`src/logic/fpn_pkg.sv`:
```
// Shared constants and types of the front panel level navigator.
// Assumes a 200 MHz core clock and a 10 ms key sampling tick.
package fpn_pkg;
   // Clock and tick timing.
   localparam int CLK_PERIOD_NS = 5;
   localparam int TICK_PERIOD_MS = 10;
   localparam int NS_PER_MS = 1000000;
   localparam int MS_PER_SEC = 1000;
   localparam int TICK_CYCLES = TICK_PERIOD_MS * NS_PER_MS / CLK_PERIOD_NS;
   localparam int TICK_CNT_W = 21;

   // Key indices inside the key vector.
   localparam int NUM_KEYS = 5;
   localparam int KEY_LEVEL = 0;
   localparam int KEY_MODE = 1;
   localparam int KEY_UP = 2;
   localparam int KEY_DOWN = 3;
   localparam int KEY_FUNC = 4;

   // Hold counters count ticks and saturate.
   localparam int CNT_W = 11;
   localparam logic [CNT_W-1:0] CNT_MAX = 11'h7ff;
   localparam logic [1:0] DEBOUNCE_TICKS = 2'h2;

   // Times in seconds and their tick counts.
   localparam int LAMP_TEST_S = 1;
   localparam int HOLD_SHORT_S = 1;
   localparam int HOLD_INIT_S = 3;
   localparam int COMMIT_PAUSE_S = 2;
   localparam logic [CNT_W-1:0] TICKS_PER_SEC = CNT_W'(MS_PER_SEC / TICK_PERIOD_MS);
   localparam logic [CNT_W-1:0] LAMP_TICKS = CNT_W'(LAMP_TEST_S * MS_PER_SEC / TICK_PERIOD_MS);
   localparam logic [CNT_W-1:0] SHORT_TICKS = CNT_W'(HOLD_SHORT_S * MS_PER_SEC / TICK_PERIOD_MS);
   localparam logic [CNT_W-1:0] INIT_TICKS = CNT_W'(HOLD_INIT_S * MS_PER_SEC / TICK_PERIOD_MS);
   localparam logic [CNT_W-1:0] COMMIT_TICKS = CNT_W'(COMMIT_PAUSE_S * MS_PER_SEC / TICK_PERIOD_MS);

   // Passwords, protect value and special parameter positions.
   localparam logic [15:0] PW_ADVANCED = 16'hff57;
   localparam logic [15:0] PW_CALIBRATION = 16'h04b1;
   localparam logic [1:0] PROTECT_OPEN = 2'h0;
   localparam logic [3:0] PARAM_TOP = 4'h0;
   localparam logic [3:0] OP_AUTO_MANUAL_PARAM = 4'h1;
   localparam logic [15:0] EDIT_STEP = 16'h0001;

   // Parameter levels; the lamp test state precedes them all.
   typedef enum logic [3:0] {
      FPN_OPERATION = 4'b0000,
      FPN_ADJUSTMENT = 4'b0001,
      FPN_PROTECT = 4'b0010,
      FPN_MANUAL = 4'b0011,
      FPN_MONITOR = 4'b0100,
      FPN_INITIAL = 4'b0101,
      FPN_COMMS = 4'b0110,
      FPN_ADVANCED = 4'b0111,
      FPN_CALIBRATION = 4'b1000,
      FPN_LAMP_TEST = 4'b1001
   } fpn_level_e;

   // Function key setting.
   typedef enum logic [1:0] {
      FPN_FKEY_NONE = 2'b00,
      FPN_FKEY_AUTO_MANUAL = 2'b01,
      FPN_FKEY_MONITOR_SELECT = 2'b10
   } fpn_fkey_e;
endpackage

```
`src/logic/fpn_keys_if.sv`:
```
// Key status bundle between the tick generator, key filter and navigator.
// All signals live in the core clock domain.
`timescale 1ns/1ps
interface fpn_keys_if;
   logic tick;
   logic [fpn_pkg::NUM_KEYS-1:0] down;
   logic [fpn_pkg::NUM_KEYS-1:0] rise;
   logic [fpn_pkg::NUM_KEYS-1:0] fall;
   logic [fpn_pkg::CNT_W-1:0] held [fpn_pkg::NUM_KEYS];

   modport timer (output tick);
   modport filter (input tick, output down, rise, fall, held);
   modport nav (input tick, down, rise, fall, held);
endinterface

```
`src/logic/fpn_key_filter.sv`:
```
// Synchronises, debounces and times the front panel keys.
// Assumes active-high key pins from outside the clock domain.
`timescale 1ns/1ps
module fpn_key_filter (
   input wire logic i_core_clk,
   input wire logic i_rst,
   input wire logic [fpn_pkg::NUM_KEYS-1:0] i_keys,
   fpn_keys_if.filter keys
);
   genvar k;
   for (k = 0; k < fpn_pkg::NUM_KEYS; k++) begin : g_key
      logic [1:0] sync_q;
      logic [1:0] same;
      logic deb;
      logic deb_q;
      logic [fpn_pkg::CNT_W-1:0] cnt;
      wire differs = sync_q[1] != deb;

      // A level change must hold for two ticks, so contact bounce never toggles deb.
      always_ff @(posedge i_core_clk) begin
         if (i_rst) begin
            sync_q <= 2'h0;
            same <= 2'h0;
            deb <= 1'b0;
            deb_q <= 1'b0;
            cnt <= '0;
         end else begin
            sync_q <= {sync_q[0], i_keys[k]};
            deb_q <= deb;
            if (!differs) begin
               same <= 2'h0;
            end else if (keys.tick) begin
               same <= (same == fpn_pkg::DEBOUNCE_TICKS - 2'h1) ? 2'h0 : same + 2'h1;
               if (same == fpn_pkg::DEBOUNCE_TICKS - 2'h1) deb <= sync_q[1];
            end
            if (!deb) begin
               cnt <= '0;
            end else if (keys.tick && cnt != fpn_pkg::CNT_MAX) begin
               cnt <= cnt + 1'b1;
            end
         end
      end

      // The count is still valid in the cycle the release pulse shows.
      assign keys.down[k] = deb;
      assign keys.rise[k] = deb & ~deb_q;
      assign keys.fall[k] = deb_q & ~deb;
      assign keys.held[k] = cnt;
   end
endmodule

```
`src/logic/fpn_navigator.sv`:
```
// Front panel level navigator: tracks the active parameter level and parameter,
// times key holds, checks passwords and commits edited values.
// Assumes key pins from outside the clock domain and settings from core logic.
// Functional notes
// After reset all segments light for one second before normal display.
// Lamp test ends in operation level; protect, initial and adjustment reachable.
// Level and parameter keys held together enter protect level.
// The protect hold time comes from a programmable setting.
// Hidden levels are never entered from the panel.
// Short level key press in operation moves to adjustment.
// Adjustment leads to initial top parameter, protect or operation.
// Function key opens monitor level; it exits to operation or initial.
// Function key held over one second under auto/manual enters manual.
// Manual exits only to operation, by level or function key hold.
// Level key held 3 s enters initial; display flashes after 1 s.
// Short level key press in initial moves to communications level.
// The 3 s hold on auto/manual display enters manual instead.
// Initial, communications, advanced and calibration levels halt control outputs.
// Advanced level needs protect value 0 and password -169.
// Advanced level leads to calibration or back to initial.
// Password 1201 in advanced level enters calibration.
// Calibration is left only through power cycle reset; the code also leaves it to operation on software reset.
// Software reset returns to operation level from anywhere; the code ignores it during lamp test.
// Parameter key steps forward or backward; no backward in calibration.
// Stepping past the last parameter wraps to the first.
// Edits commit after two idle seconds or on parameter key press.
// Keys are debounced and timed with a 10 ms tick.
`timescale 1ns/1ps
module fpn_navigator #(
   parameter int TICK_CYCLES = fpn_pkg::TICK_CYCLES,
   parameter int VALUE_W = 16
) (
   input wire logic i_core_clk,
   input wire logic i_rst,
   input wire logic i_soft_reset,
   input wire logic i_key_level,
   input wire logic i_key_mode,
   input wire logic i_key_up,
   input wire logic i_key_down,
   input wire logic i_key_function,
   input wire logic [3:0] i_protect_hold_sec,
   input wire logic [8:0] i_level_hidden,
   input wire logic [1:0] i_function_key_mode,
   input wire logic [1:0] i_init_comm_protect,
   input wire logic [3:0] i_param_last,
   input wire logic [VALUE_W-1:0] i_param_value,
   output logic [3:0] o_level,
   output logic [3:0] o_param_index,
   output logic [VALUE_W-1:0] o_edit_value,
   output logic o_commit,
   output logic o_lamp_test,
   output logic o_pv_flash,
   output logic o_control_stop
);
   // Key positions in the key vectors.
   localparam int L = fpn_pkg::KEY_LEVEL;
   localparam int M = fpn_pkg::KEY_MODE;
   localparam int U = fpn_pkg::KEY_UP;
   localparam int D = fpn_pkg::KEY_DOWN;
   localparam int F = fpn_pkg::KEY_FUNC;
   localparam logic [fpn_pkg::CNT_W-1:0] ONE_TICK = 11'h001;

   fpn_keys_if keys ();

   // Level and parameter state.
   fpn_pkg::fpn_level_e level;
   fpn_pkg::fpn_level_e want;
   fpn_pkg::fpn_level_e next_level;
   logic [3:0] param;
   logic [3:0] next_param;

   // Lamp, chord and pause timers in ticks.
   logic [fpn_pkg::CNT_W-1:0] lamp_cnt;
   logic [fpn_pkg::CNT_W-1:0] combo_cnt;
   logic [fpn_pkg::CNT_W-1:0] pause_cnt;

   // Pending edit.
   logic [VALUE_W-1:0] edit;
   logic [VALUE_W-1:0] next_edit;
   logic dirty;
   logic next_dirty;

   // True on the tick at which a hold counter reaches n ticks; fires once per hold.
   function automatic logic reach(input logic tick, input logic [fpn_pkg::CNT_W-1:0] c,
                                  input logic [fpn_pkg::CNT_W-1:0] n);
      reach = tick && n != '0 && c == n - ONE_TICK;
   endfunction

   fpn_tick_gen #(
      .TICK_CYCLES(TICK_CYCLES)
   ) u_tick (
      .i_core_clk(i_core_clk),
      .i_rst(i_rst),
      .keys(keys)
   );

   fpn_key_filter u_filter (
      .i_core_clk(i_core_clk),
      .i_rst(i_rst),
      .i_keys({i_key_function, i_key_down, i_key_up, i_key_mode, i_key_level}),
      .keys(keys)
   );

   // The protect hold is programmable in whole seconds; zero is read as one second.
   wire [3:0] prot_sec = (i_protect_hold_sec == 4'h0) ? 4'h1 : i_protect_hold_sec;
   wire [fpn_pkg::CNT_W-1:0] prot_ticks = fpn_pkg::CNT_W'(prot_sec * fpn_pkg::TICKS_PER_SEC);
   wire combo_down = keys.down[L] & keys.down[M];

   // Key gesture decode; holds are seen while the key is still down.
   wire lvl_short = keys.fall[L] && keys.held[L] < fpn_pkg::SHORT_TICKS;
   wire lvl_1s = keys.down[L] && reach(keys.tick, keys.held[L], fpn_pkg::SHORT_TICKS);
   wire lvl_3s = keys.down[L] && reach(keys.tick, keys.held[L], fpn_pkg::INIT_TICKS);

   // Function key role.
   wire fn_am = i_function_key_mode == fpn_pkg::FPN_FKEY_AUTO_MANUAL;
   wire fn_mon = i_function_key_mode == fpn_pkg::FPN_FKEY_MONITOR_SELECT;
   wire fn_long = fn_am && keys.down[F] && reach(keys.tick, keys.held[F], fpn_pkg::SHORT_TICKS + ONE_TICK);
   wire fn_press = fn_mon && keys.rise[F];

   // Chord and lamp timer thresholds.
   wire combo_hit = combo_down && reach(keys.tick, combo_cnt, prot_ticks);
   wire lamp_done = reach(keys.tick, lamp_cnt, fpn_pkg::LAMP_TICKS);
   wire op_or_adj = level == fpn_pkg::FPN_OPERATION || level == fpn_pkg::FPN_ADJUSTMENT;
   wire on_am_display = level == fpn_pkg::FPN_OPERATION && param == fpn_pkg::OP_AUTO_MANUAL_PARAM;

   // The parameter key alone is ignored while it forms part of the protect chord.
   wire mode_press = keys.rise[M] && !keys.down[L];
   wire back_press = mode_press && keys.down[D] && level != fpn_pkg::FPN_CALIBRATION;
   wire fwd_press = mode_press && !keys.down[D];
   wire up_press = keys.rise[U] && !keys.down[M];
   wire dn_press = keys.rise[D] && !keys.down[M];

   // A pending edit commits on two idle seconds or on the parameter key.
   wire pause_done = dirty && reach(keys.tick, pause_cnt, fpn_pkg::COMMIT_TICKS);
   wire commit_now = dirty && (pause_done || mode_press);
   wire pw_adv = commit_now && level == fpn_pkg::FPN_INITIAL && edit == fpn_pkg::PW_ADVANCED
                 && i_init_comm_protect == fpn_pkg::PROTECT_OPEN;
   wire pw_cal = commit_now && level == fpn_pkg::FPN_ADVANCED && edit == fpn_pkg::PW_CALIBRATION;

   // Level moves requested by the gestures of the current level.
   always_comb begin
      want = level;
      unique case (level)
         // Lamp test after power-up.
         fpn_pkg::FPN_LAMP_TEST: begin
            if (lamp_done) want = fpn_pkg::FPN_OPERATION;
         end

         // The chord outranks single keys.
         fpn_pkg::FPN_OPERATION, fpn_pkg::FPN_ADJUSTMENT: begin
            if (combo_hit) begin
               want = fpn_pkg::FPN_PROTECT;
            end else if (lvl_3s && on_am_display) begin
               want = fpn_pkg::FPN_MANUAL;
            end else if (lvl_3s) begin
               want = fpn_pkg::FPN_INITIAL;
            end else if (fn_long) begin
               want = fpn_pkg::FPN_MANUAL;
            end else if (fn_press) begin
               want = fpn_pkg::FPN_MONITOR;
            end else if (lvl_short && level == fpn_pkg::FPN_OPERATION) begin
               want = fpn_pkg::FPN_ADJUSTMENT;
            end else if (lvl_short) begin
               want = fpn_pkg::FPN_OPERATION;
            end
         end

         // Monitor item display.
         fpn_pkg::FPN_MONITOR: begin
            if (combo_hit) begin
               want = fpn_pkg::FPN_PROTECT;
            end else if (lvl_3s) begin
               want = fpn_pkg::FPN_INITIAL;
            end else if (fn_press) begin
               want = fpn_pkg::FPN_OPERATION;
            end
         end

         // The chord toggles protect.
         fpn_pkg::FPN_PROTECT: begin
            if (combo_hit) want = fpn_pkg::FPN_OPERATION;
         end

         // Manual exits to operation only.
         fpn_pkg::FPN_MANUAL: begin
            if (lvl_1s || fn_long) want = fpn_pkg::FPN_OPERATION;
         end

         // Password first, then level key.
         fpn_pkg::FPN_INITIAL: begin
            if (pw_adv) begin
               want = fpn_pkg::FPN_ADVANCED;
            end else if (lvl_1s) begin
               want = fpn_pkg::FPN_OPERATION;
            end else if (lvl_short) begin
               want = fpn_pkg::FPN_COMMS;
            end
         end

         // Communications settings.
         fpn_pkg::FPN_COMMS: begin
            if (lvl_1s) begin
               want = fpn_pkg::FPN_OPERATION;
            end else if (lvl_short) begin
               want = fpn_pkg::FPN_INITIAL;
            end
         end

         // Advanced functions.
         fpn_pkg::FPN_ADVANCED: begin
            if (pw_cal) begin
               want = fpn_pkg::FPN_CALIBRATION;
            end else if (lvl_1s) begin
               want = fpn_pkg::FPN_INITIAL;
            end
         end

         // Calibration has no key exit.
         fpn_pkg::FPN_CALIBRATION: begin
            want = fpn_pkg::FPN_CALIBRATION;
         end

         // Illegal codes recover.
         default: begin
            want = fpn_pkg::FPN_OPERATION;
         end
      endcase
   end

   // A hidden target cancels the move; the operation level is never hidden.
   wire [9:0] hidden = {1'b0, i_level_hidden};
   wire blocked = want != fpn_pkg::FPN_OPERATION && hidden[want];
   wire moving = want != level && !blocked;
   wire soft_move = i_soft_reset && level != fpn_pkg::FPN_LAMP_TEST;
   wire level_change = soft_move || moving;

   // Software reset outranks any key move.
   always_comb begin
      if (soft_move) begin
         next_level = fpn_pkg::FPN_OPERATION;
      end else if (moving) begin
         next_level = want;
      end else begin
         next_level = level;
      end
   end

   // Every level is entered at its top parameter; the last one wraps to the top.
   wire at_last = param >= i_param_last;
   wire [3:0] fwd_param = at_last ? fpn_pkg::PARAM_TOP : param + 4'h1;
   wire [3:0] back_param = (param == fpn_pkg::PARAM_TOP) ? i_param_last : param - 4'h1;

   always_comb begin
      if (level_change || level == fpn_pkg::FPN_LAMP_TEST) begin
         next_param = fpn_pkg::PARAM_TOP;
      end else if (back_press) begin
         next_param = back_param;
      end else if (fwd_press) begin
         next_param = fwd_param;
      end else begin
         next_param = param;
      end
   end

   // The edit value tracks the stored value until an up or down press makes it dirty.
   // A level change drops an uncommitted edit, keeping the value held before it.
   always_comb begin
      next_edit = edit;
      next_dirty = dirty;
      if (level_change || commit_now || level == fpn_pkg::FPN_LAMP_TEST) begin
         next_dirty = 1'b0;
      end else if (up_press) begin
         next_edit = edit + VALUE_W'(fpn_pkg::EDIT_STEP);
         next_dirty = 1'b1;
      end else if (dn_press) begin
         next_edit = edit - VALUE_W'(fpn_pkg::EDIT_STEP);
         next_dirty = 1'b1;
      end else if (!dirty) begin
         next_edit = i_param_value;
      end
   end

   // Level, parameter and edit state.
   always_ff @(posedge i_core_clk) begin
      if (i_rst) begin
         level <= fpn_pkg::FPN_LAMP_TEST;
         param <= fpn_pkg::PARAM_TOP;
         edit <= '0;
         dirty <= 1'b0;
      end else begin
         level <= next_level;
         param <= next_param;
         edit <= next_edit;
         dirty <= next_dirty;
      end
   end

   // Timers count ticks; the chord and pause timers restart whenever their condition lapses, the lamp timer only on reset.
   always_ff @(posedge i_core_clk) begin
      if (i_rst) begin
         lamp_cnt <= '0;
         combo_cnt <= '0;
         pause_cnt <= '0;
      end else begin
         if (level == fpn_pkg::FPN_LAMP_TEST && keys.tick && lamp_cnt != fpn_pkg::CNT_MAX) begin
            lamp_cnt <= lamp_cnt + 1'b1;
         end
         if (!combo_down) begin
            combo_cnt <= '0;
         end else if (keys.tick && combo_cnt != fpn_pkg::CNT_MAX) begin
            combo_cnt <= combo_cnt + 1'b1;
         end
         if (!dirty || up_press || dn_press) begin
            pause_cnt <= '0;
         end else if (keys.tick && pause_cnt != fpn_pkg::CNT_MAX) begin
            pause_cnt <= pause_cnt + 1'b1;
         end
      end
   end

   // Stopped-control levels, decoded once for the registered output.
   wire stop_level = next_level == fpn_pkg::FPN_INITIAL || next_level == fpn_pkg::FPN_COMMS
                     || next_level == fpn_pkg::FPN_ADVANCED || next_level == fpn_pkg::FPN_CALIBRATION;
   wire flash = op_or_adj && keys.down[L] && keys.held[L] >= fpn_pkg::SHORT_TICKS;

   // Outputs are registered so the panel sees no decode glitches.
   always_ff @(posedge i_core_clk) begin
      if (i_rst) begin
         o_lamp_test <= 1'b1;
         o_control_stop <= 1'b0;
         o_pv_flash <= 1'b0;
         o_commit <= 1'b0;
      end else begin
         o_lamp_test <= next_level == fpn_pkg::FPN_LAMP_TEST;
         o_control_stop <= stop_level;
         o_pv_flash <= flash && !level_change;
         o_commit <= commit_now;
      end
   end

   // Outputs taken straight from state flops.
   assign o_level = level;
   assign o_param_index = param;
   assign o_edit_value = edit;
endmodule

```
`src/logic/fpn_tick_gen.sv`:
```
// Free-running divider that makes the 10 ms key sampling tick.
// Assumes a synchronous active-high reset on the core clock.
`timescale 1ns/1ps
module fpn_tick_gen #(
   parameter int TICK_CYCLES = fpn_pkg::TICK_CYCLES
) (
   input wire logic i_core_clk,
   input wire logic i_rst,
   fpn_keys_if.timer keys
);
   logic [fpn_pkg::TICK_CNT_W-1:0] count;
   logic tick;
   wire last = count == fpn_pkg::TICK_CNT_W'(TICK_CYCLES - 1);

   // The divider never stops, so hold times are measured against a steady base.
   always_ff @(posedge i_core_clk) begin
      if (i_rst) begin
         count <= '0;
         tick <= 1'b0;
      end else begin
         count <= last ? '0 : count + 1'b1;
         tick <= last;
      end
   end

   assign keys.tick = tick;
endmodule
```
`config.mk`:
```
export PLATFORM = sky130hd
export DESIGN_NAME = fpn_navigator
export DESIGN_NICKNAME = d
export VERILOG_FILES = /design/src/logic/fpn_pkg.sv /design/src/logic/fpn_keys_if.sv /design/src/logic/fpn_key_filter.sv /design/src/logic/fpn_navigator.sv /design/src/logic/fpn_tick_gen.sv
export SDC_FILE = /design/constraint.sdc
export NUM_CORES = 1
export LEC_CHECK = 0
export BUFFER_PORTS_ARGS = -buffer_cell sky130_fd_sc_hd__buf_2
export CORE_MARGIN = 2
export CORE_UTILIZATION = 63
export CTS_CLUSTER_DIAMETER = 40
export DETAILED_ROUTE_END_ITERATION = 16
export PLACE_DENSITY = 0.84
export REMOVE_ABC_BUFFERS = 1
export SLEW_MARGIN = 20
export SYNTH_ARGS = -nofsm -noshare
export SYNTH_HDL_FRONTEND = slang
export SYNTH_SLANG_ARGS = --single-unit
```
`constraint.sdc`:
```
create_clock -name i_core_clk -period 9.45 [get_ports i_core_clk]
set_input_delay 1.89 -clock i_core_clk [delete_from_list [all_inputs] [get_ports i_core_clk]]
set_output_delay 1.89 -clock i_core_clk [all_outputs]
set_load 0.02 [all_outputs]
```
---- Yosys cells after proc, flatten, opt, wreduce, memory -nomap -nowiden ----
Index checks and enable logic that the tools add are counted.
storage, ports and cells
  bits in registers ....................... 136
  input bits .............................. 45
  output and inout port bits .............. 28
cells by class
  add/subtract/negate cells ............... 16
  multipliers ............................. 1
  order comparisons ....................... 4
  eq/ne operators ......................... 45
  multiplexer cells ....................... 40
  bitwise gates (word level) .............. 19
  reductions and logical operators ........ 87
operator list
  operator               count
  $mux 4                 27
  $add 11x1->11 const B  5
  $ne 11x11->1 const B   5
  $mux 16                3
  $logic_and 1x1->1      42
  $pmux 4 s9             1
  $eq 11x7->1 const B    3
  $eq 4x3->1 const B     7
  $reduce_or 2->1        13
  $add 21x1->21 const B  1
  $eq 21x21->1 const B   1
  $add 16x1->16 const B  1
  $eq 16x11->1 const B   1
  $eq 16x16->1 const B   1
  $eq 4x4->1 const B     4
  $sub 16x1->16 const B  1
  $reduce_and 3->1       5
  $not 1->1              13
  $eq 2x1->1 const B     6
  $logic_not 4->1        3
  $logic_or 1x1->1       12
  $eq 11x11->1           1
  $eq 11x8->1 const B    1
  $eq 11x9->1 const B    1
  other kinds (26)       54

---- Depth between registers and ports, before layout ----
Gate-level depths: netlist of the first run.
  word-level depth ........................ 22
  depth in mapped cells ................... 23

---- By module ----
From an unflattened synthesis of the first run, not the netlist that was laid out.
unflattened totals
  cell total of the unflattened synthesis .. 1182
  area, all modules ....................... 9706.8 um2
by module, submodules not included
  module          times used  cells each  area an instance (um2)  seq. area each (um2)
  fpn_navigator   1           655         5057.4                  1241.2
  fpn_key_filter  1           416         3667.3                  1701.6
  fpn_tick_gen    1           111         982.2                   440.4

---- Least setup slack after synthesis of the first run ----
OpenSTA, ideal clock, no wires.
  path type ............................... input -> register
  start point ............................. input port i_protect_hold_sec[2]
  end point ............................... register o_control_stop
  arrival time ............................ 6401 ps
  data required time ...................... 9327 ps
  setup slack ............................. 2926 ps
  stages on the path ...................... 22
  path through ............................ inv_1 ha_1 nor2b_2 or2_4 inv_1 ha_1 ha_1 inv_1 fa_1 xnor2_1 nand3b_1 a2111oi_0 nor3_1 a2111o_1 o211ai_1 nand4_1 a311oi_2 o311ai_4 nor2_2 nor2_1 a221oi_2 mux2_1
between the ends
  cells in the longest elaborated chain, start to end .. 20
  elaborated cells on any way between the ends .. 29
  those cells by class .................... add/sub (1); mul (1); eq/ne (6); mux (9); reduce/logical (12)
ends and longest elaborated chain
  element                                              RTL line                                                          RTL
  from (decl)                                          fpn_navigator.sv:41                                               input wire logic [3:0] i_protect_hold_sec,
  $logic_not 4->1                                      fpn_navigator.sv:105                                              wire [3:0] prot_sec = (i_protect_hold_sec == 4'h0) ? 4'h1 : i_protect_hold_sec;
  $mux 4 (*)                                           fpn_navigator.sv:105
  $mul 4x5->9 (*)                                      fpn_navigator.sv:106                                              wire [fpn_pkg::CNT_W-1:0] prot_ticks = fpn_pkg::CNT_W'(prot_sec * fpn_pkg::TICKS_PER_SEC);
  $sub 11x1->11 or $reduce_bool 11->1 (tied branches)  fpn_navigator.sv:86                                               reach = tick && n != '0 && c == n - ONE_TICK;
  $eq 11x11->1 or $logic_and 1x1->1 (tied branches)    fpn_navigator.sv:86
  $logic_and 1x1->1 (*)                                fpn_navigator.sv:86
  $logic_and 1x1->1 (*)                                fpn_navigator.sv:121                                              wire combo_hit = combo_down && reach(keys.tick, combo_cnt, prot_ticks);
  $mux 4, on equally long branches                     fpn_navigator.sv:181, fpn_navigator.sv:151, fpn_navigator.sv:170
  [4 not listed]                                       --
  $logic_not 1->1                                      fpn_navigator.sv:233                                              wire moving = want != level && !blocked;
  $logic_and 1x1->1                                    fpn_navigator.sv:233
  $mux 4 (*)                                           fpn_navigator.sv:241                                              end else if (moving) begin
  $mux 4 (*)                                           fpn_navigator.sv:239                                              if (soft_move) begin
  $eq 4x3->1                                           fpn_navigator.sv:322                                              wire stop_level = next_level == fpn_pkg::FPN_INITIAL || next_level == fpn_pkg::FPN_COMMS
  $logic_or 1x1->1                                     fpn_navigator.sv:322
  $logic_or 1x1->1                                     fpn_navigator.sv:323                                              || next_level == fpn_pkg::FPN_ADVANCED || next_level == fpn_pkg::FPN_CALIBRATION;
  $logic_or 1x1->1 (*)                                 fpn_navigator.sv:323
  to (signal assigned)                                 fpn_navigator.sv:335                                              o_control_stop <= stop_level;
  to (decl)                                            fpn_navigator.sv:53                                               output logic o_control_stop
Mark *: on every way between the ends. The rest lies on a longest branch, timed or not. The select of a mux whose other input is x is not followed.
A chain may end at the register's enable or synchronous reset.

---- Worst setup path in the final report of the first run ----
  start point ............................. input port i_protect_hold_sec[2]
  end point ............................... register edit[0] (netlist: o_edit_value[0])
between the ends
  cells in the longest elaborated chain, start to end .. 19
  elaborated cells on any way between the ends .. 25
  those cells by class .................... add/sub (1); mul (1); eq/ne (2); mux (7); bitwise (1); reduce/logical (13)
ends and longest elaborated chain
  element                                              RTL line                                                          RTL
  $logic_not 4->1                                      fpn_navigator.sv:105
  $mux 4 (*)                                           fpn_navigator.sv:105
  $mul 4x5->9 (*)                                      fpn_navigator.sv:106
  $sub 11x1->11 or $reduce_bool 11->1 (tied branches)  fpn_navigator.sv:86
  $eq 11x11->1 or $logic_and 1x1->1 (tied branches)    fpn_navigator.sv:86
  $logic_and 1x1->1 (*)                                fpn_navigator.sv:86
  $logic_and 1x1->1 (*)                                fpn_navigator.sv:121
  $mux 4, on equally long branches                     fpn_navigator.sv:181, fpn_navigator.sv:151, fpn_navigator.sv:170
  [2 not listed]                                       --
  $mux 1 (implied by the code)                         fpn_navigator.sv:232                                              wire blocked = want != fpn_pkg::FPN_OPERATION && hidden[want];
  $logic_and 1x1->1                                    fpn_navigator.sv:232
  $logic_not 1->1                                      fpn_navigator.sv:233
  $logic_and 1x1->1 (*)                                fpn_navigator.sv:233
  $logic_or 1x1->1 (*)                                 fpn_navigator.sv:235                                              wire level_change = soft_move || moving;
  $logic_or 1x1->1 (*) (2 in a row)                    fpn_navigator.sv:270                                              if (level_change || commit_now || level == fpn_pkg::FPN_LAMP_TEST) begin
  $not 1->1 (no line) (*)                              --
  $reduce_and 2->1 (no line) (*)                       --
  to (signal assigned)                                 fpn_navigator.sv:293                                              edit <= next_edit;
  to (decl)                                            fpn_navigator.sv:78                                               logic [VALUE_W-1:0] edit;
Marked as above.

==> Flow_metrics.wiki, run 1 <==
{| class="wikitable"
! Metric !! Value
|-
| Top Ports || 73
|-
| IR Drop Worst-Case VDD || 101 µV
|-
| H-tree lvl count || 4
|-
| Largest driver fanout on the critical path || 20
|-
| Sink count of the clock tree || 136
|-
| Maximum root-to-sink buffer count || 2
|-
| Critical Path End Type || register
|-
| Final count of hold timing violations || 0
|-
| Switching Power || 0.000610 W
|-
| Mapped Area || 7990 µm²
|-
| Die span in y || 117 µm
|-
| Total chip power || 0.00186 W
|-
| Buffers & Inverters on Critical Path || 4
|-
| Port-buffer cells || 71
|-
| Final Skew || 0.00869 ns
|-
| ANT nets after route || 0
|-
| FF+latch count, synth || 136
|-
| Worst r2r src || o_level[0]
|-
| Final setup violation count || 0
|-
| Cell with the largest stage delay on the worst path || sky130_fd_sc_hd__nor2b_2
|-
| DR DRC count || 0
|-
| Vias per Instance || 5.97
|-
| Run status || complete, no violations
|-
| Worst Min Path Start || u_filter.g_key[0].sync_q[0]
|-
| Total area of multi-input combinational cells || 4980 µm²
|-
| Number of non-filler instances in the completed layout || 1,229
|-
| Sequential area share after synthesis || 34.1%
|-
| Share of total power consumed by net switching || 32.7%
|-
| Type of the worst setup path || input port to register
|-
| Final Util || 72.4%
|-
| Max Transition Viols Final || 0
|-
| Global-route wire length before repair || 29.9 mm
|-
| Total Neg Setup Slack || 0 ns
|-
| Achievable clock frequency || 137 MHz
|-
| Power density relative to cell area || 206 nW/µm²
|-
| # diodes || 0
|-
| Combinational fraction of design power || 25.6%
|-
| Power share of the sequential group || 35.7%
|-
| Initial Utilization || 63.8%
|-
| Post-Syn Instances || 994
|-
| FFs w/ async S/R, synth || 0%
|-
| Total core area || 12,500 µm²
|-
| CTS resizes || 0
|-
| TritonCTS buffer count || 17
|-
| Global Route Usage Sum || 27.3%
|-
| Min Hold Slack || 0.435 ns
|-
| Count of warnings emitted by yosys || 0
|-
| Post-synthesis to final-layout area growth || 13.4%
|-
| Proportion of synthesized area in mux cells || 1.64%
|-
| Simple-gate portion of the synthesized area || 31.0%
|-
| Number of rows in the core area || 41
|-
| Number of enable-type register cells in the synthesized netlist || 0
|-
| Per-cell routed wire length || 14.9 µm
|-
| Fraction of post-synthesis cell area in the top cell type by area || 34.1%
|-
| Share of final-layout standard cells stronger than drive strength 1 || 13.5%
|-
| Antenna violations before repair || 0
|-
| Min Tclk post-route || 7.28 ns
|-
| Net count, final || 1,120
|-
| Rel. slew slack || 41.6%
|-
| Maximum Capacitance Violations || 0
|-
| Final RePlAce weighted congestion || 0.879
|-
| Hold/Removal Path Class || register to register
|-
| Number of distinct library cell variants in the gate-level netlist after synthesis || 90
|-
| Vias in the first global route || 6,572
|-
| Most common cell after layout, fill and taps aside || sky130_fd_sc_hd__nor2_1
|-
| Data arrival time at the worst-slack endpoint || 7.61 ns
|-
| Horizontal die dimension || 117 µm
|-
| Detailed Route WL || 18.3 mm
|-
| Measured slew at the worst slew-check pin || 0.873 ns
|-
| Xor and xnor area share after synthesis || 8.00%
|-
| FF/Latch Area || 2720 µm²
|-
| Post-CTS Repair Setup Buffers || 0
|-
| Most instantiated flip-flop cell in the synthesis netlist || sky130_fd_sc_hd__dfxtp_1
|-
| Number of cells after detailed placement || 1,197
|-
| Setup crit start || i_protect_hold_sec[2]
|-
| CTS tree || built
|-
| Top cells by area in the synthesized netlist || sky130_fd_sc_hd__dfxtp_1 (34%), sky130_fd_sc_hd__nor2_1 (6.5%), sky130_fd_sc_hd__ha_1 (4.7%)
|-
| Setup repair after global routing missed its margin || false
|-
| Average instance area after synthesis || 8.04 µm²
|-
| Detailed-route via count || 7,340
|-
| Largest area contributor in the synthesized netlist || sky130_fd_sc_hd__dfxtp_1
|-
| First drt pass iteration count || 5
|-
| Maximum number of pins on one net before global-route repair || 71
|-
| DPL Wire Length || 12.2 mm
|-
| Total leakage power || 3.35 nW
|-
| Type of element launching the critical path || input port
|-
| Adder-cell area share of the yosys netlist || 4.95%
|-
| Initial DRC count || 791
|-
| Root buffer cell || sky130_fd_sc_hd__clkbuf_16
|-
| Latest clock arrival within the worst-skew pair || 0.42 ns
|-
| Critical Path Max Stage Delay || 0.71 ns
|-
| GR Overflow Total || 0
|-
| Worst EP required || 9.79 ns
|-
| Cell Int Power || 0.00125 W
|-
| Clock input transition at the sequential cells of the worst setup and hold paths || 0.06 ns
|-
| Number of inserted filler cells in the final layout || 995
|-
| Combinational family with the most area after synthesis || simple AND/OR/NAND/NOR gates
|-
| Period utilization || 77.0%
|-
| Hold_buf cts || 0
|-
| Most frequent cells in the layout || sky130_fd_sc_hd__nor2_1 (138), sky130_fd_sc_hd__dfxtp_1 (136), sky130_fd_sc_hd__nand2_1 (85)
|-
| Share of power burned in the clock network || 38.6%
|-
| Family with the most delay on the worst path || compound AO/OA/AOI/OAI gates
|-
| Complex-gate fraction of the synthesized area || 16.7%
|-
| Critical Path, Cell by Cell || buf_2 -> inv_1 -> ha_1 -> nor2b_2 -> or2_4 -> inv_1 -> ha_1 -> ha_1 -> inv_1 -> fa_1 -> xnor2_1 -> nand3b_1 -> a2111oi_0 -> nor3_1 -> a2111o_1 -> o21ai_2 -> and3b_1 -> o21ai_1 -> o311ai_4 -> o21bai_2 -> nor2b_2 -> o21ai_1 -> a221oi_2
|-
| Die Area || 13,600 µm²
|}
==> cell type report <==
| class | instances | area share (%) |
|---|---|---|
| inverters | 31 | 1.28 |
| repair buffers | 75 | 4.25 |
| clock buffers | 19 | 5.00 |
| multi-input cells | 783 | 54.9 |
| well taps | 172 | 2.38 |
| clock inverters | 13 | 2.11 |
| flip-flops and latches | 136 | 30.1 |
==> cell families after synthesis <==
logic type / count (synthesis)
simple gates: 468
compound gates: 198
flops: 136
buf+inv: 75
xor+xnor: 73
fa+ha+maj: 31
mux: 13
==> metrics by stage <==
step	setup WS (ns)	instance area, µm²
final	2.17	9060
after global routing	1.73	9060
after detailed placement	1.79	8420
after global placement	2.01	8420
after floorplan	2.79	7810
after CTS	2.23	9060
==> sequential cells by signal (all words and copies together), names as in the netlist <==
| name | flops |
|---|---|
| u_tick.keys.tick | 1 |
| u_filter.g_key.sync_q | 10 |
| u_filter.g_key.deb_q | 5 |
| u_filter.g_key.deb | 5 |
| u_tick.count | 21 |
| o_pv_flash | 1 |
| combo_cnt | 11 |
| u_filter.g_key.cnt | 22 |
| pause_cnt | 11 |
| o_commit | 1 |
| o_edit_value | 16 |
| u_filter.g_key.same | 10 |
| o_param_index | 4 |
| o_control_stop | 1 |
| dirty | 1 |
| o_level | 4 |
| o_lamp_test | 1 |
| lamp_cnt | 11 |
==> power groups by stage <==
stage | clock (W) | sequential, W | combinational, W
2_1_floorplan | 0 | 0.000691 | 0.000333
3_3_place_gp | 0 | 0.000675 | 0.000462
3_5_place_dp | 0 | 0.000676 | 0.000469
4_1_cts | 0.000724 | 0.000664 | 0.000472
5_1_grt | 0.000750 | 0.000671 | 0.000529
6_report | 0.000719 | 0.000666 | 0.000478
==> worst paths after layout <==
path / slack (ns) / cells past startpoint / to
max: 2.17 / 23 / o_edit_value[0]
min: 0.43 / 1 / u_filter.g_key[0].sync_q[1]
max reg2reg: 4.65 / 13 / o_edit_value[0]
min reg2reg: 0.43 / 1 / u_filter.g_key[0].sync_q[1]
==> cells in the mapped netlist (all sizes together) (6+ instances only) <==
library cell  instances
nor2                139
dfxtp               136
nand2                85
a21oi                65
o21ai                53
xor2                 41
nand3                33
xnor2                32
clkbuf               31
inv                  31
ha                   30
nand4                27
nor2b                26
nor3                 26
or3                  26
and3                 19
buf                  13
mux2i                12
nor4                 12
a211oi               10
nand2b               10
and4                  9
nor3b                 9
or2                   9
o211ai                8
and2                  7
o22ai                 7
a2111oi               6
a21boi                6
a31oi                 6
nand3b                6
nor4b                 6
==> worst reg2reg max path: stages, from the launching register on <==
cell	delay, ns
sky130_fd_sc_hd__dfxtp_1	0.77
sky130_fd_sc_hd__nor4bb_1	0.56
sky130_fd_sc_hd__nand4_1	0.27
sky130_fd_sc_hd__a2111oi_4	0.51
sky130_fd_sc_hd__nor2_1	0.09
sky130_fd_sc_hd__a211oi_1	0.43
sky130_fd_sc_hd__a21oi_1	0.12
sky130_fd_sc_hd__nand3b_2	0.14
sky130_fd_sc_hd__xnor2_1	0.11
sky130_fd_sc_hd__o311ai_4	0.35
sky130_fd_sc_hd__o21bai_2	0.16
sky130_fd_sc_hd__nor2b_2	0.71
sky130_fd_sc_hd__o21ai_1	0.19
sky130_fd_sc_hd__a221oi_2	0.30
==> metal layers <==
layer	routed length [µm]	GRT usage, %	up-vias	share of wire (%)
li1	-	-	3649	-
met1	8100	34.3	3380	44
met3	1050	5.03	33	5.7
met2	8800	46.6	278	48
met5	0	0	-	0
met4	326	10.7	0	1.8
Note: power is estimated with default switching activity, not from simulation.
==> inputs of run 2 (changes only) <==
Settings changed: CORE_UTILIZATION 63 to 60, PLACE_DENSITY 0.84 to 0.8.
Clock period 9.45 ns to 6.8 ns, I/O delays scaled along.
==> run 2 against run 1 <==
Compared with the run above:
- die area grew 4.8%
- clock power is 22% higher
- utilization shrank 3.7 points
- combinational power up 44%
- wire length fell by 2.3%
- critical path type unchanged
- critical endpoint is now o_control_stop
- largest power group is now registers
==> Flow_metrics.wiki, run 2 (same netlist as run 1, synthesis figures left out) <==
{| class="wikitable"
! Metric !! Value
|-
| Critical Path Max Stage Delay || 0.45 ns (was 0.71 ns)
|-
| GR Overflow Total || 0 (unchanged)
|-
| Achievable clock frequency || 156 MHz
|-
| Final count of hold timing violations || 0 (unchanged)
|-
| Maximum number of pins on one net before global-route repair || 71 (unchanged)
|-
| Min Tclk post-route || 6.42 ns
|-
| Max Transition Viols Final || 0 (unchanged)
|-
| Port-buffer cells || 71 (unchanged)
|-
| Share of total power consumed by net switching || 34.2% (was 32.7%)
|-
| Worst Min Path Start || u_filter.g_key[4].same[1] (was u_filter.g_key[0].sync_q[0])
|-
| Most frequent cells in the layout || sky130_fd_sc_hd__nor2_1 (138), sky130_fd_sc_hd__dfxtp_1 (136), sky130_fd_sc_hd__nand2_1 (85) (unchanged)
|-
| Combinational fraction of design power || 27.6% (was 25.6%)
|-
| Latest clock arrival within the worst-skew pair || 0.42 ns (about the same)
|-
| Data arrival time at the worst-slack endpoint || 6.71 ns (was 7.61 ns)
|-
| Detailed-route via count || 7,184 (was 7,340)
|-
| Type of the worst setup path || input port to register (unchanged)
|-
| Worst r2r src || o_level[0] (unchanged)
|-
| DPL Wire Length || 12.2 mm (about the same)
|-
| Final setup violation count || 0 (unchanged)
|-
| Measured slew at the worst slew-check pin || 0.774 ns (was 0.873 ns)
|-
| Maximum Capacitance Violations || 0 (unchanged)
|-
| Total core area || 13,100 µm² (was 12,500 µm²)
|-
| Total Neg Setup Slack || 0 ns (unchanged)
|-
| Total leakage power || 3.33 nW (was 3.35 nW)
|-
| Critical Path, Cell by Cell || buf_2 -> inv_1 -> ha_1 -> nor2b_2 -> or2_4 -> inv_1 -> ha_1 -> ha_1 -> inv_1 -> fa_1 -> xnor2_1 -> nand3b_1 -> a2111oi_0 -> nor3_1 -> a2111o_1 -> o21ai_1 -> a21oi_1 -> a311oi_2 -> o311ai_4 -> nor2_2 -> nor2_1 -> a221oi_2 -> mux2_1 (was buf_2 -> inv_1 -> ha_1 -> nor2b_2 -> or2_4 -> inv_1 -> ha_1 -> ha_1 -> inv_1 -> fa_1 -> xnor2_1 -> nand3b_1 -> a2111oi_0 -> nor3_1 -> a2111o_1 -> o21ai_2 -> and3b_1 -> o21ai_1 -> o311ai_4 -> o21bai_2 -> nor2b_2 -> o21ai_1 -> a221oi_2)
|-
| Rel. slew slack || 48.4% (was 41.6%)
|-
| Final RePlAce weighted congestion || 0.877 (was 0.879)
|-
| Die span in y || 119 µm (was 117 µm)
|-
| Worst EP required || 7.09 ns (was 9.79 ns)
|-
| Power share of the sequential group || 37.2% (was 35.7%)
|-
| Period utilization || 94.4%
|-
| Maximum root-to-sink buffer count || 2 (unchanged)
|-
| ANT nets after route || 0 (unchanged)
|-
| Hold_buf cts || 0 (unchanged)
|-
| Global Route Usage Sum || 25.4% (was 27.3%)
|-
| Cell Int Power || 0.00164 W (was 0.00125 W)
|-
| Top Ports || 73 (unchanged)
|-
| Min Hold Slack || 0.435 ns (about the same)
|-
| Net count, final || 1,122 (was 1,120)
|-
| Setup repair after global routing missed its margin || false (unchanged)
|-
| Cells on worst reg2reg path || 13 (unchanged)
|-
| Vias in the first global route || 6,442 (was 6,572)
|-
| Post-CTS Repair Setup Buffers || 0 (unchanged)
|-
| Most flops, register || u_filter.g_key.cnt (unchanged)
|-
| Switching Power || 0.000854 W (was 0.000610 W)
|-
| Share of final-layout standard cells stronger than drive strength 1 || 13.6% (was 13.5%)
|-
| TritonCTS buffer count || 17 (unchanged)
|-
| Sink count of the clock tree || 136 (unchanged)
|-
| Root buffer cell || sky130_fd_sc_hd__clkbuf_16 (unchanged)
|-
| Run status || complete, no violations (unchanged)
|-
| Final Util || 68.6% (was 72.4%)
|-
| R2R setup slack || 2.48 ns (was 4.65 ns)
|-
| WHS Endpoint || u_filter.g_key[4].same[1] (was u_filter.g_key[0].sync_q[1])
|-
| Cell with the largest stage delay on the worst path || sky130_fd_sc_hd__fa_1 (was sky130_fd_sc_hd__nor2b_2)
|-
| Largest driver fanout on the critical path || 7 (was 20)
|-
| CTS tree || built (unchanged)
|-
| Post-placement setup slack || 0.0774 ns (was 1.79 ns)
|-
| Number of rows in the core area || 42 (was 41)
|-
| Antenna violations before repair || 0 (unchanged)
|-
| CTS resizes || 0 (unchanged)
|-
| Share of power burned in the clock network || 35.2% (was 38.6%)
|-
| First drt pass iteration count || 5 (unchanged)
|-
| Per-cell routed wire length || 14.5 µm (was 14.9 µm)
|-
| Die Area || 14,300 µm² (was 13,600 µm²)
|-
| WHS Path Cells || 2 (was 1)
|-
| Vias per Instance || 5.82 (was 5.97)
|-
| Most common cell after layout, fill and taps aside || sky130_fd_sc_hd__nor2_1 (unchanged)
|-
| Initial DRC count || 643 (was 791)
|-
| # diodes || 0 (unchanged)
|-
| Final Skew || 0.00897 ns (was 0.00869 ns)
|-
| Post-synthesis to final-layout area growth || 12.8% (was 13.4%)
|-
| Hold/Removal Path Class || register to register (unchanged)
|-
| Number of inserted filler cells in the final layout || 1,103 (was 995)
|-
| Flip-flop count of the largest register after layout || 22 (unchanged)
|-
| IR Drop Worst-Case VDD || 173 µV (was 101 µV)
|-
| Final critical-path setup slack || 0.380 ns (was 2.17 ns)
|-
| Critical Path End Type || register (unchanged)
|-
| Horizontal die dimension || 119 µm (was 117 µm)
|-
| Type of element launching the critical path || input port (unchanged)
|-
| FF-to-FF End || o_control_stop (was o_edit_value[0])
|-
| H-tree lvl count || 4 (unchanged)
|-
| DR DRC count || 0 (unchanged)
|-
| Global-route wire length before repair || 29.9 mm (about the same)
|-
| Initial Utilization || 60.8% (was 63.8%)
|-
| Clock input transition at the sequential cells of the worst setup and hold paths || 0.06 ns (about the same)
|-
| Power density relative to cell area || 277 nW/µm² (was 206 nW/µm²)
|-
| Detailed Route WL || 17.9 mm (was 18.3 mm)
|-
| Setup crit start || i_protect_hold_sec[2] (unchanged)
|}
## run 2: changes by cell type in the layout (fill, tap and decap cells not counted), sizes merged
cell	before	now
buf	75	77
bufinv	4	1
clkinv	3	5
## run 2: worst max-delay path by stage
stage                                 end  slack (ns)  depth (start not counted)
after CTS                  o_control_stop        0.50                         23
after global placement     o_control_stop        0.22                         23
final                      o_control_stop        0.38                         23
after detailed placement   o_control_stop        0.08                         23
after floorplan           o_edit_value[0]        0.67                         22
after global routing       o_control_stop        0.06                         23
## run 2: layout make-up
cell class                 count  area [µm²]  area share [%]
tap                          176         220            2.44
clock inverter                12         116            1.29
sequential                   136        2720            30.2
multi-input combinational    783        4980            55.2
clock buffer                  19         453            5.02
timing repair buffer          77         413            4.58
inverter                      31         116            1.29
## run 2: stage by stage
stage	std cells	area, µm²	total power (W)
6_report	1234	9020	0.00249
5_1_grt	1234	9020	0.00261
4_1_cts	1234	9020	0.00249
3_5_place_dp	1203	8450	0.00161
3_3_place_gp	1203	8450	0.00160
2_1_floorplan	950	7810	0.00142
## run 2: layer usage
metal | vias to the layer above | global-route usage, % | wire, µm
met5 | - | 0 | 0
met4 | 0 | 8.38 | 284
met3 | 27 | 5.84 | 1010
met2 | 218 | 40.6 | 8350
met1 | 3290 | 34.0 | 8210
li1 | 3649 | - | -
## run 2: worst max-delay path: cells and delay by family
family	cells	cell delay [ns]
xor gates and xnor gates	1	0.21
adders and majority gates	4	1.14
AOI/OAI and AO/OA	7	2.09
and+or+nand+nor	6	1.14
buffers and inverters	4	0.40
muxes	1	0.36
## run 2: power groups by stage
stage          Combinational [W]  Clock (W)  Sequential, W
3_3_place_gp            0.000664          0       0.000939
6_report                0.000688   0.000879       0.000927
4_1_cts                 0.000680   0.000890       0.000922
2_1_floorplan           0.000463          0       0.000961
3_5_place_dp            0.000675          0       0.000940
5_1_grt                 0.000750   0.000925       0.000936
==> inputs of run 3 (changes only) <==
Settings changed: CORE_UTILIZATION 60 to 62, PLACE_DENSITY 0.8 to 0.82, SYNTH_HIERARCHICAL from default to 1.
==> run 3 against run 2 <==
Compared with the run above:
- area after synthesis increased by 1.9%
- cell count decreased by 0.73%
- sequential share of layout area shrank 0.44 points
- clock skew barely moved
- global-route usage up 1.7 points
- cell area grew 1.5%
- wire length grew 4.6%
- combinational power up 6.2%
- via count rose by 4.4%
- maximum frequency grew 1.9%
- worst hold slack is essentially flat
- clock-buffer cell count shrank 1
- critical path type unchanged
- largest power group is now clock
==> Flow_metrics.wiki, run 3 <==
{| class="wikitable"
! Metric !! Value
|-
| Run status || complete, no violations (unchanged)
|-
| DPL Wire Length || 12.8 mm (was 12.2 mm)
|-
| Hold_buf cts || 0 (unchanged)
|-
| Type of element launching the critical path || input port (unchanged)
|-
| H-tree lvl count || 4 (unchanged)
|-
| Clock input transition at the sequential cells of the worst setup and hold paths || 0.06 ns (about the same)
|-
| Cell with the largest stage delay on the worst path || sky130_fd_sc_hd__fa_1 (unchanged)
|-
| Period utilization || 92.6% (was 94.4%)
|-
| Family with the most delay on the worst path || compound AO/OA/AOI/OAI gates (unchanged)
|-
| Worst r2r src || u_tick/keys.tick (was o_level[0])
|-
| Most flops, register || u_filter/g_key.cnt (was u_filter.g_key.cnt)
|-
| GR Overflow Total || 0 (unchanged)
|-
| Initial Utilization || 64.0% (was 60.8%)
|-
| Achievable clock frequency || 159 MHz (was 156 MHz)
|-
| Flip-flop count of the largest register after layout || 22 (unchanged)
|-
| IR Drop Worst-Case VDD || 241 µV (was 173 µV)
|-
| Maximum root-to-sink buffer count || 2 (unchanged)
|-
| Number of rows in the core area || 41 (was 42)
|-
| CTS tree || built (unchanged)
|-
| Max Transition Viols Final || 0 (unchanged)
|-
| WHS Path Cells || 2 (unchanged)
|-
| Average instance area after synthesis || 8.17 µm² (was 8.04 µm²)
|-
| Min Tclk post-route || 6.30 ns (was 6.42 ns)
|-
| Cells on worst reg2reg path || 12 (was 13)
|-
| Most frequent cells in the layout || sky130_fd_sc_hd__dfxtp_1 (136), sky130_fd_sc_hd__nor2_1 (109), sky130_fd_sc_hd__nand2_1 (89) (was sky130_fd_sc_hd__nor2_1 (138), sky130_fd_sc_hd__dfxtp_1 (136), sky130_fd_sc_hd__nand2_1 (85))
|-
| Vias per Instance || 6.12 (was 5.82)
|-
| Sink count of the clock tree || 136 (unchanged)
|-
| Count of warnings emitted by yosys || 6 (was 0)
|-
| Net count, final || 1,114 (was 1,122)
|-
| Setup crit start || i_protect_hold_sec[2] (unchanged)
|-
| Final Skew || 0.00866 ns (was 0.00897 ns)
|-
| WHS Endpoint || u_filter/g_key[3].same[1] (was u_filter.g_key[4].same[1])
|-
| Worst Min Path Start || u_filter/g_key[3].same[1] (was u_filter.g_key[4].same[1])
|-
| Number of non-filler instances in the completed layout || 1,225 (was 1,234)
|-
| Detailed Route WL || 18.7 mm (was 17.9 mm)
|-
| Total leakage power || 3.37 nW (was 3.33 nW)
|-
| CTS resizes || 0 (unchanged)
|-
| Hold/Removal Path Class || register to register (unchanged)
|-
| Final RePlAce weighted congestion || 0.908 (was 0.877)
|-
| Antenna violations before repair || 0 (unchanged)
|-
| Number of cells after detailed placement || 1,193 (was 1,203)
|-
| Latest clock arrival within the worst-skew pair || 0.43 ns (was 0.42 ns)
|-
| R2R setup slack || 2.65 ns (was 2.48 ns)
|-
| Post-CTS Repair Setup Buffers || 0 (unchanged)
|-
| Die Area || 14,100 µm² (was 14,300 µm²)
|-
| Crit path top cell by count || sky130_fd_sc_hd__ha_1
|-
| Global Route Usage Sum || 27.1% (was 25.4%)
|-
| Worst EP required || 7.09 ns (about the same)
|-
| Top Ports || 73 (unchanged)
|-
| Buffers & Inverters on Critical Path || 4 (unchanged)
|-
| Share of final-layout standard cells stronger than drive strength 1 || 13.3% (was 13.6%)
|-
| Critical Path, Cell by Cell || buf_2 -> inv_1 -> ha_1 -> nor2b_1 -> nor2_1 -> ha_1 -> ha_1 -> inv_1 -> fa_1 -> nor2b_1 -> o2111ai_1 -> o211a_1 -> o31a_1 -> nor4_4 -> o21ai_2 -> or3b_4 -> a31oi_4 -> a2111oi_4 -> buf_12 -> o311ai_0 -> o31ai_1 (was buf_2 -> inv_1 -> ha_1 -> nor2b_2 -> or2_4 -> inv_1 -> ha_1 -> ha_1 -> inv_1 -> fa_1 -> xnor2_1 -> nand3b_1 -> a2111oi_0 -> nor3_1 -> a2111o_1 -> o21ai_1 -> a21oi_1 -> a311oi_2 -> o311ai_4 -> nor2_2 -> nor2_1 -> a221oi_2 -> mux2_1)
|-
| Per-cell routed wire length || 15.2 µm (was 14.5 µm)
|-
| Maximum number of pins on one net before global-route repair || 64 (was 71)
|-
| Data arrival time at the worst-slack endpoint || 6.58 ns (was 6.71 ns)
|-
| Critical Path End Type || register (unchanged)
|-
| Total Neg Setup Slack || 0 ns (unchanged)
|-
| TritonCTS buffer count || 17 (unchanged)
|-
| Rel. slew slack || 39.6% (was 48.4%)
|-
| # diodes || 0 (unchanged)
|-
| Critical Path Max Stage Delay || 0.54 ns (was 0.45 ns)
|-
| Vias in the first global route || 6,914 (was 6,442)
|-
| Root buffer cell || sky130_fd_sc_hd__clkbuf_16 (unchanged)
|-
| First drt pass iteration count || 5 (unchanged)
|-
| Die span in y || 119 µm (about the same)
|-
| Post-placement setup slack || 0.173 ns (was 0.0774 ns)
|-
| Detailed-route via count || 7,499 (was 7,184)
|-
| Final count of hold timing violations || 0 (unchanged)
|-
| ANT nets after route || 0 (unchanged)
|-
| Global-route wire length before repair || 31.8 mm (was 29.9 mm)
|-
| Port-buffer cells || 71 (unchanged)
|-
| Final critical-path setup slack || 0.502 ns (was 0.380 ns)
|-
| Final setup violation count || 0 (unchanged)
|-
| Most common cell after layout, fill and taps aside || sky130_fd_sc_hd__dfxtp_1 (was sky130_fd_sc_hd__nor2_1)
|-
| Initial DRC count || 639 (was 643)
|-
| DR DRC count || 0 (unchanged)
|-
| Setup repair after global routing missed its margin || false (unchanged)
|-
| FF-to-FF End || o_edit_value[5] (was o_control_stop)
|-
| Maximum Capacitance Violations || 0 (unchanged)
|-
| Total core area || 12,700 µm² (was 13,100 µm²)
|-
| Type of the worst setup path || input port to register (unchanged)
|-
| Horizontal die dimension || 119 µm (about the same)
|-
| Number of inserted filler cells in the final layout || 1,015 (was 1,103)
|-
| Post-Syn Instances || 997 (was 994)
|-
| Mapped Area || 8150 µm² (was 7990 µm²)
|-
| Power density relative to cell area || 286 nW/µm² (was 277 nW/µm²)
|-
| Measured slew at the worst slew-check pin || 0.906 ns (was 0.774 ns)
|-
| Largest driver fanout on the critical path || 23 (was 7)
|-
| Post-synthesis to final-layout area growth || 12.3% (was 12.8%)
|-
| Final Util || 71.9% (was 68.6%)
|}
run 3: cell types whose count changed in the layout (fill, tap and decap cells not counted), sizes merged, moves of 9 or more:
cell    delta
nor2      -30
o31ai     +17
nor3      +16
a21oi     -13
nand2b     +9
o21ai      -9
or4        +9
xor2       -9
run 3: routing by layer:
| metal | global-route usage [%] | part of all wire (%) |
|---|---|---|
| met1 | 35.8 | 46 |
| met2 | 43.3 | 46 |
| met3 | 4.92 | 5.2 |
| met4 | 11.8 | 2.4 |
| met5 | 0 | 0 |
run 3: stage by stage:
step	hold slack [ns]	total power (W)	cell area [µm²]
6_report	0.435	0.00262	9150
5_1_grt	0.448	0.00274	9150
3_5_place_dp	0.426	0.00163	8510
2_1_floorplan	0.414	0.00141	7890
3_3_place_gp	0.416	0.00162	8510
4_1_cts	0.436	0.00262	9150
run 3: cell type report:
cell class                 count  area (µm²)  share of cell area, %
inverter                      33         124                   1.35
multi-input combinational    776        5050                   55.2
clock inverter                14         196                   2.15
sequential                   136        2720                   29.8
timing repair buffer          76         405                   4.43
tap                          172         215                   2.35
clock buffer                  18         439                   4.80
run 3: worst reg2reg max path, delay by kind of cell, from the launching register on:
family	cells	cell delay, ns
AND/OR/NAND/NOR	4	1.50
flip-flops	1	0.75
AO/OA/AOI/OAI	7	1.55
buffers and inverters	1	0.18
run 3: report_power, final:
group / switching, W / internal, W / leakage (nW)
clock: 0.000356 / 0.000625 / 0.303
combinational: 0.000441 / 0.000290 / 1.96
sequential: 0.0000704 / 0.000834 / 1.10
run 3: worst max-delay path by stage:
| stage | to | slack (ns) | cells after the start |
|---|---|---|---|
| floorplan | o_level[0] | 0.45 | 19 |
| global placement | o_param_index[0] | 0.26 | 21 |
| detailed placement | o_param_index[0] | 0.17 | 21 |
| CTS | o_param_index[0] | 0.54 | 21 |
| global route | o_edit_value[7] | 0.09 | 21 |
| finish | o_edit_value[5] | 0.50 | 21 |
